## src/hw/nisf_pkg.sv

```systemverilog
// Package for the node input sample filter: register map, field layout and reset values.
// Assumes a 32-bit APB register bus and a single 50 MHz system clock.
package nisf_pkg;
  localparam int unsigned N_DISC    = 4;
  localparam int unsigned N_ANA     = 2;
  localparam int unsigned ANA_W     = 12;
  localparam int unsigned CNT_W     = 8;
  localparam int unsigned IVL_W     = 24;
  localparam int unsigned N_CH      = N_DISC + N_ANA;
  // Register byte offsets.
  localparam logic [7:0] OFF_CTRL    = 8'h00;
  localparam logic [7:0] OFF_SAMP_IV = 8'h04;
  localparam logic [7:0] OFF_REP_IV  = 8'h08;
  localparam logic [7:0] OFF_FILT    = 8'h0c;
  localparam logic [7:0] OFF_THRESH  = 8'h10;
  localparam logic [7:0] OFF_HYST    = 8'h14;
  localparam logic [7:0] OFF_DEMAND  = 8'h18;
  localparam logic [7:0] OFF_STATE   = 8'h1c;
  localparam logic [7:0] OFF_IRQ_ST  = 8'h20;
  localparam logic [7:0] OFF_IRQ_EN  = 8'h24;
  localparam logic [7:0] OFF_IRQ_CLR = 8'h28;
  // Control and filter fields.
  localparam int unsigned CTRL_COS_BIT = 0;
  localparam int unsigned FILT_LO_POS  = 8;
  // Interrupt status bits.
  localparam int unsigned IRQ_REP_BIT  = 0;
  localparam int unsigned IRQ_DEM_BIT  = 1;
  localparam int unsigned IRQ_CHG_BIT  = 2;
  localparam int unsigned IRQ_W        = 3;
  // Reset values.
  localparam logic [IVL_W-1:0] SAMP_IV_RST = 24'h0000ff;
  localparam logic [IVL_W-1:0] REP_IV_RST  = 24'h000fff;
  localparam logic [ANA_W-1:0] THRESH_RST  = 12'h800;
  localparam logic [ANA_W-1:0] HYST_RST    = 12'h100;
endpackage

```

## src/hw/nisf_chan_filter.sv

```systemverilog
// One channel of the consecutive-sample filter with separate high and low counts.
// Assumes the raw comparison results come qualified by a one-cycle sample strobe.
`timescale 1ns/1ps
module nisf_chan_filter #(
  parameter int unsigned CW = 8
) (
  input  wire logic          clk_sys,
  input  wire logic          rst,
  input  wire logic          smp,
  input  wire logic          want_hi,
  input  wire logic          want_lo,
  input  wire logic [CW-1:0] hi_cnt,
  input  wire logic [CW-1:0] lo_cnt,
  output logic               state_q
);
  logic [CW-1:0] run_q;

  // Run counter restarts on any sample that breaks the pending transition.
  always_ff @(posedge clk_sys or posedge rst)
  begin
    if (rst)
    begin
      run_q   <= '0;
      state_q <= 1'b0;
    end
    else if (smp)
    begin
      if (!state_q && want_hi)
      begin
        if (hi_cnt == '0 || run_q + 1'b1 >= hi_cnt)
        begin
          state_q <= 1'b1;
          run_q   <= '0;
        end
        else
          run_q <= run_q + 1'b1;
      end
      else if (state_q && want_lo)
      begin
        if (lo_cnt == '0 || run_q + 1'b1 >= lo_cnt)
        begin
          state_q <= 1'b0;
          run_q   <= '0;
        end
        else
          run_q <= run_q + 1'b1;
      end
      else
        run_q <= '0;
    end
  end
endmodule

```

## src/hw/nisf_interval.sv

```systemverilog
// Programmable interval timer giving a one-cycle tick every period+1 clocks.
// Assumes the period is a register value; zero means a tick every cycle.
`timescale 1ns/1ps
module nisf_interval #(
  parameter int unsigned W = 24
) (
  input  wire logic         clk_sys,
  input  wire logic         rst,
  input  wire logic [W-1:0] period,
  output logic              tick
);
  logic [W-1:0] cnt_q;

  // Count up and clear; first tick only after a full interval.
  always_ff @(posedge clk_sys or posedge rst)
  begin
    if (rst)
    begin
      cnt_q <= '0;
      tick  <= 1'b0;
    end
    else if (cnt_q >= period)
    begin
      cnt_q <= '0;
      tick  <= 1'b1;
    end
    else
    begin
      cnt_q <= cnt_q + 1'b1;
      tick  <= 1'b0;
    end
  end
endmodule

```

## src/hw/nisf_top.sv

```systemverilog
// Node input sample filter: samples inputs, filters them and raises reports.
// Assumes synchronous inputs, one clock clk_sys and an APB master for registers.
// Overview of operation
// - A discrete input turns active only after sample-high consecutive high samples.
// - A discrete input turns low only after sample-low consecutive low samples.
// - A count of zero bypasses the filter so each sample passes straight through.
// - Counts are eight-bit fields accepting 1 to 255 when enabled.
// - An analog input turns active after sample-high consecutive samples above threshold.
// - An analog input turns off after sample-low samples under threshold minus hysteresis.
// - Inputs are sampled periodically at a programmable sample interval.
// - Status is reported periodically at a separate programmable report interval.
// - In change-of-state mode periodic reports stop; a report goes out when a conditioned input changes or on demand.
// - A write to the demand register samples at once and returns the readings.
// - A demand sample does not disturb the periodic report schedule.
// - Hysteresis places the off point below the threshold, giving two switch points.
`timescale 1ns/1ps
module nisf_top
#(
  parameter int unsigned ND = nisf_pkg::N_DISC,
  parameter int unsigned NA = nisf_pkg::N_ANA
) (
  input  wire logic                       clk_sys,
  input  wire logic                       rst,
  input  wire logic                       psel,
  input  wire logic                       penable,
  input  wire logic                       pwrite,
  input  wire logic [7:0]                 paddr,
  input  wire logic [31:0]                pwdata,
  output logic      [31:0]                prdata,
  output logic                            pready,
  output logic                            pslverr,
  input  wire logic [ND-1:0]              disc_in,
  input  wire logic [NA*nisf_pkg::ANA_W-1:0] ana_in,
  output logic      [ND+NA-1:0]           report_data,
  output logic                            report_valid,
  output logic                            irq
);
  import nisf_pkg::*;

  localparam int unsigned NC = ND + NA;

  logic [IVL_W-1:0] samp_iv_q;
  logic [IVL_W-1:0] rep_iv_q;
  logic [CNT_W-1:0] hi_cnt_q;
  logic [CNT_W-1:0] lo_cnt_q;
  logic [ANA_W-1:0] thresh_q;
  logic [ANA_W-1:0] hyst_q;
  logic             cos_q;
  logic             demand_q;
  logic [IRQ_W-1:0] irq_st_q;
  logic [IRQ_W-1:0] irq_en_q;
  logic [IRQ_W-1:0] irq_clr;
  logic             samp_tick;
  logic             rep_tick;
  logic             smp;
  logic [NC-1:0]    want_hi;
  logic [NC-1:0]    want_lo;
  logic [NC-1:0]    cond;
  logic [NC-1:0]    cond_prev_q;
  logic             chg;
  logic             acc;
  logic             wr;
  logic [ANA_W-1:0] off_pt;
  logic             smp_dly_q;
  logic             rep_due;
  logic [CNT_W-1:0] hi_run_q;
  logic [CNT_W-1:0] lo_run_q;

  // APB access phase; every transfer completes with zero wait states.
  // A transfer is therefore one setup cycle and a single access cycle.
  assign acc = psel && penable;
  assign wr  = acc && pwrite;

  // Off point saturates at zero so a large hysteresis cannot wrap around.
  assign off_pt = (hyst_q > thresh_q) ? '0 : thresh_q - hyst_q;

  // Writable configuration registers.
  // Every eight-bit count is legal, so no range check is needed; zero bypasses.
  always_ff @(posedge clk_sys or posedge rst)
  begin
    if (rst)
    begin
      samp_iv_q <= SAMP_IV_RST;
      rep_iv_q  <= REP_IV_RST;
      hi_cnt_q  <= '0;
      lo_cnt_q  <= '0;
      thresh_q  <= THRESH_RST;
      hyst_q    <= HYST_RST;
      cos_q     <= 1'b0;
      irq_en_q  <= '0;
    end
    else if (wr)
    begin
      case (paddr)
        OFF_CTRL:    cos_q     <= pwdata[CTRL_COS_BIT];
        OFF_SAMP_IV: samp_iv_q <= pwdata[IVL_W-1:0];
        OFF_REP_IV:  rep_iv_q  <= pwdata[IVL_W-1:0];
        OFF_FILT:
        begin
          hi_cnt_q <= pwdata[CNT_W-1:0];
          lo_cnt_q <= pwdata[FILT_LO_POS +: CNT_W];
        end
        OFF_THRESH:  thresh_q  <= pwdata[ANA_W-1:0];
        OFF_HYST:    hyst_q    <= pwdata[ANA_W-1:0];
        OFF_IRQ_EN:  irq_en_q  <= pwdata[IRQ_W-1:0];
        default:     cos_q     <= cos_q;
      endcase
    end
  end

  // Demand strobe lasts one cycle after the write to its register.
  // Registering it keeps the sample a full cycle away from the bus decode.
  always_ff @(posedge clk_sys or posedge rst)
  begin
    if (rst)
      demand_q <= 1'b0;
    else
      demand_q <= wr && (paddr == OFF_DEMAND);
  end

  // The clear mask is live only in the write cycle of its register.
  assign irq_clr = (wr && paddr == OFF_IRQ_CLR) ? pwdata[IRQ_W-1:0] : '0;

  // Read mux; unmapped addresses read zero and flag an error.
  // Data are launched in the setup cycle so they stand while pready is high.
  always_ff @(posedge clk_sys or posedge rst)
  begin
    if (rst)
    begin
      prdata  <= '0;
      pready  <= 1'b0;
      pslverr <= 1'b0;
    end
    else
    begin
      pready  <= psel && !penable;
      pslverr <= 1'b0;
      prdata  <= '0;
      if (psel && !penable)
      begin
        case (paddr)
          OFF_CTRL:    prdata <= 32'(cos_q);
          OFF_SAMP_IV: prdata <= 32'(samp_iv_q);
          OFF_REP_IV:  prdata <= 32'(rep_iv_q);
          OFF_FILT:    prdata <= 32'({lo_cnt_q, hi_cnt_q});
          OFF_THRESH:  prdata <= 32'(thresh_q);
          OFF_HYST:    prdata <= 32'(hyst_q);
          OFF_DEMAND:  prdata <= 32'h0000_0000;
          OFF_STATE:   prdata <= 32'(cond);
          OFF_IRQ_ST:  prdata <= 32'(irq_st_q);
          OFF_IRQ_EN:  prdata <= 32'(irq_en_q);
          OFF_IRQ_CLR: prdata <= 32'h0000_0000;
          default:     pslverr <= 1'b1;
        endcase
      end
    end
  end

  // Separate sample and report timers so demand never shifts the schedule.
  // The report timer runs free; only reset and interval writes move its phase.
  nisf_interval #(.W(IVL_W)) u_samp_iv (
    .clk_sys (clk_sys),
    .rst     (rst),
    .period  (samp_iv_q),
    .tick    (samp_tick)
  );
  nisf_interval #(.W(IVL_W)) u_rep_iv (
    .clk_sys (clk_sys),
    .rst     (rst),
    .period  (rep_iv_q),
    .tick    (rep_tick)
  );

  // A sample happens on the periodic tick or on demand.
  // A demand that meets a periodic tick makes only one sample.
  assign smp = samp_tick || demand_q;

  // Raw comparisons per channel; discrete follow the pin, analog use two points.
  // The threshold and off point are shared by every analog channel.
  genvar g;
  generate
    for (g = 0; g < NC; g++)
    begin : g_ch
      if (g < ND)
      begin : g_disc
        assign want_hi[g] = disc_in[g];
        assign want_lo[g] = !disc_in[g];
      end
      else
      begin : g_ana
        logic [ANA_W-1:0] v;
        assign v          = ana_in[(g-ND)*ANA_W +: ANA_W];
        assign want_hi[g] = v > thresh_q;
        assign want_lo[g] = v < off_pt;
      end
      nisf_chan_filter #(.CW(CNT_W)) u_filt (
        .clk_sys (clk_sys),
        .rst     (rst),
        .smp     (smp),
        .want_hi (want_hi[g]),
        .want_lo (want_lo[g]),
        .hi_cnt  (hi_cnt_q),
        .lo_cnt  (lo_cnt_q),
        .state_q (cond[g])
      );
    end
  endgenerate

  // Change detection compares with the states of the previous cycle.
  // The view follows the states every cycle, so each change is seen once.
  assign chg = cond != cond_prev_q;

  // Report path: one-cycle valid with data from a register.
  // A change that meets a demand or periodic report goes out as one report,
  // which trades a separate change report for a simpler gateway side.
  always_ff @(posedge clk_sys or posedge rst)
  begin
    if (rst)
    begin
      smp_dly_q    <= 1'b0;
      cond_prev_q  <= '0;
      report_valid <= 1'b0;
      report_data  <= '0;
      rep_due      <= 1'b0;
    end
    else
    begin
      smp_dly_q    <= demand_q;
      report_valid <= 1'b0;
      cond_prev_q  <= cond;
      rep_due      <= rep_tick && !cos_q;
      if (smp_dly_q || rep_due || (cos_q && chg))
      begin
        report_valid <= 1'b1;
        report_data  <= cond;
      end
    end
  end

  // Sticky status; a set in the clear cycle wins.
  // Each event lasts one cycle, so the status keeps it until software clears it.
  always_ff @(posedge clk_sys or posedge rst)
  begin
    if (rst)
      irq_st_q <= '0;
    else
    begin
      irq_st_q <= (irq_st_q & ~irq_clr)
                | {chg, smp_dly_q, rep_due};
    end
  end

  // Interrupt level is registered to keep the output glitch free.
  // The level therefore lags the status by one cycle.
  always_ff @(posedge clk_sys or posedge rst)
  begin
    if (rst)
      irq <= 1'b0;
    else
      irq <= |(irq_st_q & irq_en_q);
  end

  // Reference run lengths for channel 0, counted apart from the filter so that
  // the run assertions below do not restate the filter's own counter.
  always_ff @(posedge clk_sys or posedge rst)
  begin
    if (rst)
    begin
      hi_run_q <= '0;
      lo_run_q <= '0;
    end
    else if (smp)
    begin
      if (!want_hi[0])
        hi_run_q <= '0;
      else if (hi_run_q != '1)
        hi_run_q <= hi_run_q + 1'b1;
      if (!want_lo[0])
        lo_run_q <= '0;
      else if (lo_run_q != '1)
        lo_run_q <= lo_run_q + 1'b1;
    end
  end

  // Report causes and scheduling; nothing reports without a cause after reset.
  no_rpt_a : assert property (@(posedge clk_sys) disable iff (rst)
    $rose(report_valid) |-> $past(smp_dly_q) || $past(rep_due) || $past(cos_q && chg))
    else $error("Report without cause.");
  dem_rpt_a : assert property (@(posedge clk_sys) disable iff (rst)
    demand_q |-> ##2 report_valid)
    else $error("Demand not reported.");
  rpt_data_a : assert property (@(posedge clk_sys) disable iff (rst)
    report_valid |-> report_data == $past(cond))
    else $error("Report data stale.");
  per_rpt_a : assert property (@(posedge clk_sys) disable iff (rst)
    rep_due |=> report_valid)
    else $error("Periodic report missing.");
  cos_only_a : assert property (@(posedge clk_sys) disable iff (rst)
    (cos_q && $past(cos_q) && !chg && !smp_dly_q) |=> !report_valid)
    else $error("Report in change mode without a change.");
  dem_sched_a : assert property (@(posedge clk_sys) disable iff (rst)
    (demand_q && u_rep_iv.cnt_q < rep_iv_q)
    |=> u_rep_iv.cnt_q == $past(u_rep_iv.cnt_q) + 1'b1)
    else $error("Schedule disturbed.");

  // Filter runs, bypass and hold between samples.
  run_hi_a : assert property (@(posedge clk_sys) disable iff (rst)
    $rose(cond[0]) |-> hi_cnt_q == '0 || hi_run_q >= hi_cnt_q)
    else $error("Input rose before its high run was complete.");
  run_lo_a : assert property (@(posedge clk_sys) disable iff (rst)
    $fell(cond[0]) |-> lo_cnt_q == '0 || lo_run_q >= lo_cnt_q)
    else $error("Input fell before its low run was complete.");
  bypass_a : assert property (@(posedge clk_sys) disable iff (rst)
    (smp && hi_cnt_q == '0 && !cond[0] && want_hi[0]) |=> cond[0])
    else $error("Zero count not bypassed.");
  low_by_a : assert property (@(posedge clk_sys) disable iff (rst)
    (smp && lo_cnt_q == '0 && cond[0] && want_lo[0]) |=> !cond[0])
    else $error("Zero low count not bypassed.");
  no_smp_a : assert property (@(posedge clk_sys) disable iff (rst)
    !smp |=> $stable(cond))
    else $error("State moved without sample.");

  // Analog hold band, interrupt level and bus answer.
  hyst_a : assert property (@(posedge clk_sys) disable iff (rst)
    (smp && cond[ND] && {1'b0, ana_in[ANA_W-1:0]} + {1'b0, hyst_q} >= {1'b0, thresh_q})
    |=> cond[ND])
    else $error("Analog input dropped inside the hysteresis band.");
  irq_lvl_a : assert property (@(posedge clk_sys) disable iff (rst)
    |(irq_st_q & irq_en_q) |=> irq)
    else $error("Interrupt not raised.");
  apb_rdy_a : assert property (@(posedge clk_sys) disable iff (rst)
    (psel && !penable) |=> pready)
    else $error("Bus access not answered.");

  // Covers for the main scenarios.
  dem_c : cover property (@(posedge clk_sys) disable iff (rst) demand_q ##2 report_valid);
  per_c : cover property (@(posedge clk_sys) disable iff (rst) rep_due ##1 report_valid);
  cos_c : cover property (@(posedge clk_sys) disable iff (rst) cos_q && chg);
  filt_c : cover property (@(posedge clk_sys) disable iff (rst) hi_cnt_q != '0 && $rose(cond[0]));
  hyst_c : cover property (@(posedge clk_sys) disable iff (rst)
    smp && cond[ND] && !want_hi[ND] && !want_lo[ND]);
endmodule

```

## config.mk

```make
export PLATFORM = sky130hd
export DESIGN_NAME = nisf_top
export DESIGN_NICKNAME = d
export VERILOG_FILES = /design/src/hw/nisf_pkg.sv /design/src/hw/nisf_chan_filter.sv /design/src/hw/nisf_interval.sv /design/src/hw/nisf_top.sv
export SDC_FILE = /design/constraint.sdc
export NUM_CORES = 1
export LEC_CHECK = 0
export BUFFER_PORTS_ARGS = -buffer_cell sky130_fd_sc_hd__buf_4
export CAP_MARGIN = 20
export CORE_ASPECT_RATIO = 0.5
export CORE_MARGIN = 1.5
export CORE_UTILIZATION = 57
export CTS_CLUSTER_SIZE = 8
export DETAILED_ROUTE_END_ITERATION = 16
export GPL_TIMING_DRIVEN = 0
export PLACE_DENSITY = 0.74
export SLEW_MARGIN = 40
export SYNTH_ARGS = -nofsm -noshare
export SYNTH_HDL_FRONTEND = slang
export SYNTH_HIERARCHICAL = 1
export SYNTH_SLANG_ARGS = --single-unit
export TNS_END_PERCENT = 1
```

## constraint.sdc

```tcl
create_clock -name clk_sys -period 8.5 [get_ports clk_sys]
set_input_delay 1.7 -clock clk_sys [delete_from_list [all_inputs] [get_ports clk_sys]]
set_output_delay 1.7 -clock clk_sys [all_outputs]
set_load 0.1 [all_outputs]
```

# ---- Word-level counts from Yosys, hierarchy flattened
# Cells that the tools add are included.
dict set report totals {
  in_bits 73
  output_inout_bits 42
  ff_bits 250
  wordCells 219
}
dict set report classes {
  muxes 59
  eq_ne 17
  addsub 9
  bitwise_logic 4
  magnitude_cmp 19
  reduce_logical 76
}
# operator n
set op_table {}
lappend op_table {{$pmux W24 S9} 1}
lappend op_table {{$mux W8} 24}
lappend op_table {{$ge A8 B8 Y1} 12}
lappend op_table {{$mux W24} 3}
lappend op_table {{$add A24 B1 Y24 const B} 2}
lappend op_table {{$add A8 B1 Y8 const B} 6}
lappend op_table {{$ge A24 B24 Y1} 2}
lappend op_table {{$gt A12 B12 Y1} 3}
lappend op_table {{$eq A8 B5 Y1 const B} 4}
lappend op_table {{$mux W1} 29}
lappend op_table {{$eq A8 B6 Y1 const B} 3}
lappend op_table {{$logic_not A8 Y1} 3}
lappend op_table {{$lt A12 B12 Y1} 2}
lappend op_table {{$reduce_and A4 Y1} 6}
lappend op_table {{$reduce_bool A2 Y1} 12}
lappend op_table {{$logic_and A1 B1 Y1} 19}
lappend op_table {{$eq A8 B4 Y1 const B} 2}
lappend op_table {{$logic_or A1 B1 Y1} 15}
lappend op_table {{$reduce_and A2 Y1} 7}
lappend op_table {{$logic_not A1 Y1} 12}
lappend op_table {{$mux W12} 1}
lappend op_table {{$ne A2 B2 Y1 const B} 6}
lappend op_table {{$sub A12 B12 Y12} 1}
lappend op_table {{$reduce_or A11 Y1} 1}
lappend op_table {{other kinds (7)} 8}

# ---- Longest topological paths before layout
# Gate-level depths: netlist (run 1).
dict set report logic_depth {
  ltp_word 7
  mapped_depth 17
  mapped_depth_nobuf 17
}

# ---- Cells and area by module
# The synthesis (run 1) kept the hierarchy.
# mod seq_area_each_um2 area_each_um2 instances cells_each
set by_module_without_submodules {}
lappend by_module_without_submodules {nisf_top 3480.8 7531.0 1 640}
lappend by_module_without_submodules {nisf_chan_filter 225.2 947.2 6 117}
lappend by_module_without_submodules {nisf_interval 625.6 1930.6 2 219}

# ---- Least setup slack after synthesis (run 1)
# OpenSTA, ideal clock, no wires.
dict set report synth_timing {
  kind {register -> register}
  from {reg thresh_q[0]}
  to {reg g_ch[4].u_filt.run_q[2]}
  arrival_time_ns 3.744
  required_ns 8.422
  path_slack_ns 4.678
  period_less_slack_ns 3.822
  setup_ns 0.078
  n_path_buf 0
  stages_incl_launch_ff 16
  path_cell_list {dfrtp_1 inv_1 ha_1 fa_1 nand2b_1 a21o_1 a31oi_2 o21ai_1 or4_1 ha_1 and4_1 a221oi_1 nand2_1 o21ai_0 a32oi_4 a21oi_1}
}
dict set report synth_via {
  elab_chain_cells 6
  elab_cells_between_ends 9
  classes_between {1 x add/sub; 3 x order compare; 3 x mux; 2 x reduce/logical}
}
# element line_no
set synth_rtl {}
lappend synth_rtl {{start, declared} nisf_top.sv:46} ;# logic [ANA_W-1:0] thresh_q;
lappend synth_rtl {{start signal, assigned} nisf_top.sv:103} ;# OFF_THRESH: thresh_q <= pwdata[ANA_W-1:0];
lappend synth_rtl {{$sub A12 B12 Y12 or $gt A12 B12 Y1 (tied branches)} nisf_top.sv:75} ;# assign off_pt = (hyst_q > thresh_q) ? '0 : thresh_q - hyst_q;
lappend synth_rtl {{$mux W12 (*)} nisf_top.sv:75}
lappend synth_rtl {{$lt A12 B12 Y1 (*)} nisf_top.sv:194} ;# assign want_lo[g] = v < off_pt;
lappend synth_rtl {{via want_lo[4]} nisf_top.sv:57} ;# logic [NC-1:0] want_lo;
lappend synth_rtl {{$logic_and A1 B1 Y1 (*)} nisf_chan_filter.sv:38} ;# else if (state_q && want_lo)
lappend synth_rtl {{$mux W8 (*)} nisf_chan_filter.sv:38}
lappend synth_rtl {{$mux W8 (*)} nisf_chan_filter.sv:28} ;# if (!state_q && want_hi)
lappend synth_rtl {{end signal, assigned} nisf_chan_filter.sv:36} ;# run_q <= run_q + 1'b1;
lappend synth_rtl {{end signal, assigned} nisf_chan_filter.sv:46} ;# run_q <= run_q + 1'b1;
lappend synth_rtl {{end, declared} nisf_chan_filter.sv:16} ;# logic [CW-1:0] run_q;
# The timed path passes the listed nets; every way through them passes the cells marked *.
# A chain may end at the register's enable or synchronous reset.

# ---- Final worst setup path (run 1)
dict set report layout_timing {
  from {reg thresh_q[0]}
  to {reg g_ch[5].u_filt.run_q[3]}
}
dict set report layout_via {
  elab_chain_cells 6
  elab_cells_between_ends 9
  classes_between {1 x add/sub; 3 x order compare; 3 x mux; 2 x reduce/logical}
}
# element line_no
set layout_rtl {}
lappend layout_rtl {{$sub A12 B12 Y12 or $gt A12 B12 Y1 (tied branches)} nisf_top.sv:75}
lappend layout_rtl {{$mux W12 (*)} nisf_top.sv:75}
lappend layout_rtl {{$lt A12 B12 Y1 (*)} nisf_top.sv:194}
lappend layout_rtl {{via want_lo[5]} nisf_top.sv:57}
lappend layout_rtl {{$logic_and A1 B1 Y1 (*)} nisf_chan_filter.sv:38}
lappend layout_rtl {{$mux W8 (*)} nisf_chan_filter.sv:38}
lappend layout_rtl {{$mux W8 (*)} nisf_chan_filter.sv:28}
lappend layout_rtl {{end signal, assigned} nisf_chan_filter.sv:36}
lappend layout_rtl {{end signal, assigned} nisf_chan_filter.sv:46}
lappend layout_rtl {{end, declared} nisf_chan_filter.sv:16}
# Marks and branches as above.

==> impl_metrics.toml, run 1 <==
[synth]
synth_compound_area_frac = 0.1420
synth_cells = 1780
syn-cell-area_um2 = 17080
ys_top_cells_by_area = "dfrtp_1 (32%), ha_1 (15%), mux2_2 (6.0%)"
synth_async_sr_flop_share = 1.000
synthAdderAreaFrac = 0.1551
yosys.area_share.simple = 0.1672
synth-seq-cells = 242
synth.avg_cell_area_um2 = 9.593
synth_edf_count = 0
seq_area_frac_synth = 0.3563
synthFlopType = "dfrtp_1"
yosys_warnings = 6
synthMuxAreaShare = 0.07078
post_synth_num_cell_types = 74
synth_top_area_cell = "dfrtp_1"
synth_top_area_share = 0.3224
synth_top_family_by_area = "simple AND/OR/NAND/NOR gates"
synth_xor_area_frac = 0.04463

[global_route]
track_usage = 0.2882
antenna_found_initial = 1
gr-total-overflow = 0
grt_max_degree = 84
first_global_vias = 13514
grt_pass1_wl_mm = 70.97

[sta]
slew_violations = 0
finalSetupViolations = 0
hold_violations = 0
slew_headroom = 0.4666
period_share = 0.5433
fmax_mhz = 216.5
tightest_slew_ns = 0.8001
period_needed_ns = 4.618
rsz0062_at_grt = "no"
fin_setup_tns_ns = 0
skew_ns = 0.02437

[setup_path]
rrSetupSlack_ns = 3.88
slowest_stage = "or4_1"
cpMostUsedCell = "ha_1"
critPathBufInv = 1
cp.arrival_ns = 5.06
crit_type = "flip-flop to flip-flop"
critPathLaunchType = "flip-flop"
path_max_fanout = 8
max_stage_delay_ns = 0.62
cp.required_ns = 8.94
critPathTopFamily = "compound AO/OA/AOI/OAI gates"
path_cells = "inv_1 -> ha_1 -> fa_1 -> nand2b_1 -> a21o_1 -> a31oi_2 -> o21ai_1 -> or4_1 -> ha_1 -> and4_1 -> a221oi_1 -> nand2_1 -> o21ai_0 -> a32oi_4 -> o22ai_1"
worstSetupEndpointType = "flip-flop"

[cells_and_area]
fin_cells = 2339
drive_gt1_frac = 0.1793
syn2layout_area_growth_pct = 13.95
final_cell_mix = "dfrtp_1 (220), ha_1 (210), inv_1 (206), nand2_1 (148), nor2_1 (129)"
fin_nets = 2207
layout_commonest_cell = "dfrtp_1"

[floorplanning]
die_w_um = 247.8
fp.coreArea_um2 = 29230
initial_core_util = 0.5841
die_area_um2 = 31070
io_pins = 115
die_h_um = 125.4
rows = 44

[routing]
wl_per_cell_um = 18.74
drt-pass1-iter-count = 12
drc = 1
ant_nets = 0
avgViaCountPerCell = 5.893
vias = 13784
drt_iter0_drc = 876
wl_mm = 43.82

[clocking]
worstSkewPairLatency_ns = 0.54
cts.hold.buffers_added = 0
htreeDepth = 2
path_clk_slew_ns = 0.06
cts_root_buf = "clkbuf_16"
cts.path.max_buffers = 3
cts_buffers = 36
ctsResizeCount = 0
clock-sinks = 242
postCtsSetupBuffers = 0
cts_tree = "yes"

[status]
violations = "design-rule violations"
outcome = "finished with violations"

[place]
dp_hpwl_mm = 32.09
gp_congestion = 0.8773
dpl.cell_count = 2276
io_buffer_count = 97

[power]
p_per_area_nw_per_um2 = 175.3
peakVddDrop_mv = 0.1199
p_leak_uw = 0.008681

[hold_path]
hold_class = "flip-flop to flip-flop"

[flow_run]
maxCapViolations = 0
flip-flops by register name (all words and copies together) (netlist names), 8 cells and up:
name / count
u_samp_iv/cnt_q: 24
u_rep_iv/cnt_q: 24
lo_cnt_q: 8
hi_cnt_q: 8
g_ch.u_filt/run_q: 48
prdata: 24
rep_iv_q: 24
samp_iv_q: 24
thresh_q: 12
hyst_q: 12
worst register-to-register path: stages, from the launching register on:
cell	delay (ns)
dfrtp_1	0.48
inv_1	0.08
ha_1	0.23
fa_1	0.39
nand2b_1	0.19
a21o_1	0.21
a31oi_2	0.27
o21ai_1	0.19
or4_1	0.62
ha_1	0.32
and4_1	0.19
a221oi_1	0.39
nand2_1	0.08
o21ai_0	0.41
a32oi_4	0.28
o22ai_1	0.22
path summary, 6_finish.rpt:
check / endpoint / cells after the start / start
worst min-delay path: smp_dly_q$_DFF_PP0_ / 0 / demand_q$_DFF_PP0_
worst max-delay path: g_ch[5].u_filt/run_q[3]$_DFFE_PP0P_ / 15 / thresh_q[0]$_DFFE_PP0P_
min in group asynchronous: g_ch[0].u_filt/run_q[0]$_DFFE_PP0P_ / 2 / rst
worst min register to register: smp_dly_q$_DFF_PP0_ / 0 / demand_q$_DFF_PP0_
max in group asynchronous: rep_iv_q[10]$_DFFE_PP1P_ / 3 / rst
worst max register to register: g_ch[5].u_filt/run_q[3]$_DFFE_PP0P_ / 15 / thresh_q[0]$_DFFE_PP0P_
layer usage:
layer / up-vias / track usage / share of wire
met4: 0 / 0.08948 / 0.028
li1: 6625 / - / -
met2: 419 / 0.4599 / 0.46
met5: - / 0 / 0
met3: 92 / 0.05582 / 0.074
met1: 6648 / 0.3963 / 0.44
final cells by class:
class | instances | area [µm²]
sequential | 242 | 6083
clock inverter | 3 | 76.32
antenna | 1 | 2.502
tap | 391 | 489.2
clock buffer | 59 | 1018
timing repair buffer | 98 | 755.7
inverter | 209 | 792.0
fill | 2341 | 9776
multi-input combinational | 1281 | 9935
buffer | 55 | 305.3
synthesized netlist by cell type (24+ instances only):
cell and count:
nand2_1 148, xnor2_1 62, ha_1 210, nor2_1 129
mux2_2 91, clkbuf_1 26, nand4_1 49, dfrtp_1 220
nand3_1 46, inv_1 209, a21o_1 24, xor2_1 25
a21oi_1 55, o21ai_0 65, a22oi_1 30, o22ai_1 30
report_power, final:
part / internal (µW) / switching, µW
clock: 849 / 540
sequential: 1220 / 100
combinational: 222 / 478
cell families after synthesis:
logic type | Yosys count
adder cells (fa/ha/maj) | 211
buffers and inverters | 264
XOR/XNOR | 87
flip-flops | 242
other | 1
multiplexers | 104
AO/OA/AOI/OAI | 335
AND/OR/NAND/NOR | 536
per-stage QoR:
step	hold slack [ns]	setup slack (ns)	instance area [µm²]	util	total power, µW
6_report	0.3652	3.882	19460	0.6656	3411
5_1_grt	0.3809	3.605	19460	0.6656	3556
4_1_cts	0.3697	3.889	19450	0.6653	3430
3_5_place_dp	0.3655	3.966	18350	0.6278	2037
3_3_place_gp	0.3543	1.439	18320	0.6266	2022
2_1_floorplan	0.3468	3.140	17100	-	1814
(Power assumes the default switching activity.)
==> inputs of run 2 (changes only) <==
--- a/config.mk
+++ b/config.mk
@@ -9,11 +9,11 @@
 export CAP_MARGIN = 20
 export CORE_ASPECT_RATIO = 0.5
 export CORE_MARGIN = 1.5
-export CORE_UTILIZATION = 57
+export CORE_UTILIZATION = 56
 export CTS_CLUSTER_SIZE = 8
 export DETAILED_ROUTE_END_ITERATION = 16
 export GPL_TIMING_DRIVEN = 0
-export PLACE_DENSITY = 0.74
+export PLACE_DENSITY = 0.76
 export SLEW_MARGIN = 40
 export SYNTH_ARGS = -nofsm -noshare
 export SYNTH_HDL_FRONTEND = slang
==> constraint.sdc (replaced) <==
create_clock -name clk_sys -period 4.1 [get_ports clk_sys]
set_input_delay 0.82 -clock clk_sys [delete_from_list [all_inputs] [get_ports clk_sys]]
set_output_delay 0.82 -clock clk_sys [all_outputs]
set_load 0.1 [all_outputs]
==> run 2 against run 1 <==
Compared with the run above:
- the flow now finishes without violations
- worst hold slack improved by 0.00069 ns
- via count grew 1.3%
- design area increased by 1.0%
- final cell count up 0.30%
- critical path depth shrank 1
- sequential cell count is the same
- worst setup slack got worse by 3.7 ns
- register-to-register slack got worse by 3.7 ns
- total power rose by 110%
- die area up 1.8%
==> impl_metrics.toml, run 2 (synthesis results as in run 1) <==
[cells_and_area]
top_register = "g_ch.u_filt/run_q"
fin_cells = 2346
drive_gt1_frac = 0.1898
layout_commonest_cell = "dfrtp_1"
fin_nets = 2214
largest_reg_flops = 48
syn2layout_area_growth_pct = 15.12
final_cell_mix = "dfrtp_1 (219), ha_1 (210), inv_1 (206), nand2_1 (148), nor2_1 (129)"
final_util = 0.6662
antennaDiodeCount = 0

[status]
outcome = "finished, final reports clean"

[setup_path]
cp.required_ns = 4.54
max_stage_delay_ns = 0.57
crit_type = "flip-flop to flip-flop"
critPathTopFamily = "compound AO/OA/AOI/OAI gates"
path_max_fanout = 8
critPathLaunchType = "flip-flop"
slowest_stage = "or4_4"
worstSetupEndpointType = "flip-flop"
path_cells = "ha_1 -> fa_2 -> nand2b_4 -> a21o_1 -> a31oi_4 -> o21ai_4 -> or4_4 -> ha_1 -> and4_1 -> a221oi_2 -> nand2_1 -> o21ai_2 -> a32oi_4 -> a21oi_1"
critPathBufInv = 0
cp.arrival_ns = 4.40
cpMostUsedCell = "ha_1"

[floorplanning]
fp.coreArea_um2 = 29510
initial_core_util = 0.5787
die_area_um2 = 31610
die_h_um = 126.5
io_pins = 115
rows = 44
die_w_um = 249.9

[clocking]
cts.hold.buffers_added = 0
worstSkewPairLatency_ns = 0.53
cts_root_buf = "clkbuf_16"
cts_tree = "yes"
cts.path.max_buffers = 3
htreeDepth = 2
cts_buffers = 36
path_clk_slew_ns = 0.05
clock-sinks = 242

[power]
peakVddDrop_mv = 0.3203
p_per_area_nw_per_um2 = 359.4
p_leak_uw = 0.008756

[global_route]
track_usage = 0.2840
grt_max_degree = 26
gr-total-overflow = 0
antenna_found_initial = 0
first_global_vias = 13956
grt_pass1_wl_mm = 72.26

[place]
dp_hpwl_mm = 32.53
gp_congestion = 0.9130
io_buffer_count = 97
dpl.cell_count = 2281

[sta]
hold_violations = 0
finalSetupViolations = 0
slew_headroom = 0.4278
fmax_mhz = 253.0
tightest_slew_ns = 0.8464
skew_ns = 0.01466
slew_violations = 0
rsz0062_at_grt = "no"
period_needed_ns = 3.952
period_share = 0.9639

[routing]
vias = 13964
drc = 0
ant_nets = 0
drt-pass1-iter-count = 5
drt_iter0_drc = 1014
wl_mm = 44.22
wl_per_cell_um = 18.85
avgViaCountPerCell = 5.952

[hold_path]
hold_class = "flip-flop to flip-flop"

[flow_run]
maxCapViolations = 0
==> run 2: final cells by class <==
cell class | instances | area [µm²]
multi-input cells | 1281 | 10010
fillers | 2324 | 9851
flip-flops and latches | 242 | 6085
clock buffers | 60 | 1022
repair buffers | 106 | 908.4
inverters | 209 | 788.3
well taps | 391 | 489.2
plain buffers | 54 | 301.5
clock inverters | 3 | 51.30
==> run 2: worst register-to-register path: stages, from the launching register on <==
cell and delay (ns):
dfrtp_1 0.41, ha_1 0.23, fa_2 0.37, nand2b_4 0.17
a21o_1 0.21, a31oi_4 0.23, o21ai_4 0.12, or4_4 0.57
ha_1 0.32, and4_1 0.20, a221oi_2 0.33, nand2_1 0.11
o21ai_2 0.22, a32oi_4 0.21, a21oi_1 0.19
==> run 2: final timing paths <==
check | depth (start not counted) | from | to | slack (ns)
min in group asynchronous | 2 | rst | g_ch[2].u_filt/run_q[5]$_DFFE_PP0P_ | 0.40
min reg2reg | 0 | demand_q$_DFF_PP0_ | smp_dly_q$_DFF_PP0_ | 0.37
max | 14 | hyst_q[0]$_DFFE_PP0P_ | g_ch[5].u_filt/run_q[2]$_DFFE_PP0P_ | 0.15
min | 0 | demand_q$_DFF_PP0_ | smp_dly_q$_DFF_PP0_ | 0.37
max reg2reg | 14 | hyst_q[0]$_DFFE_PP0P_ | g_ch[5].u_filt/run_q[2]$_DFFE_PP0P_ | 0.15
max in group asynchronous | 6 | rst | rep_iv_q[9]$_DFFE_PP1P_ | 2.53
==> run 2: what timing repair did <==
action	4_1_cts	5_1_grt
buffers inserted	1	2
endpoints found under the setup margin	18	18
pin swaps	2	7
endpoints found under the hold margin	0	0
resized for setup	10	9
==> run 2: per-stage QoR <==
stage	total power (µW)	area (µm²)	setup TNS, ns	setup WS [ns]	hold slack, ns
5_1_grt	7368	19660	0	0.01703	0.3777
3_5_place_dp	4251	18490	-7.781	-0.4711	0.3611
2_1_floorplan	3762	17110	0	0.2779	0.3468
6_report	7064	19660	0	0.1478	0.3659
3_3_place_gp	4190	18320	-6.101	-0.3626	0.3529
4_1_cts	7089	19610	0	0.03616	0.3688
==> run 2: routing by layer <==
layer  GRT usage  up-vias  share of wire
met3     0.04494       93          0.064
met2      0.4753      433           0.47
met1      0.3783     6800           0.44
met5           0        -              0
li1            -     6638              -
met4     0.09733        0          0.029
==> run 2: where the power goes <==
| part | leakage (µW) | switching (µW) | total [µW] | internal [µW] |
|---|---|---|---|---|
| Sequential | 0.00323 | 214 | 2750 | 2530 |
| Combinational | 0.00502 | 1020 | 1510 | 488 |
| Clock | 0.000511 | 1110 | 2810 | 1700 |
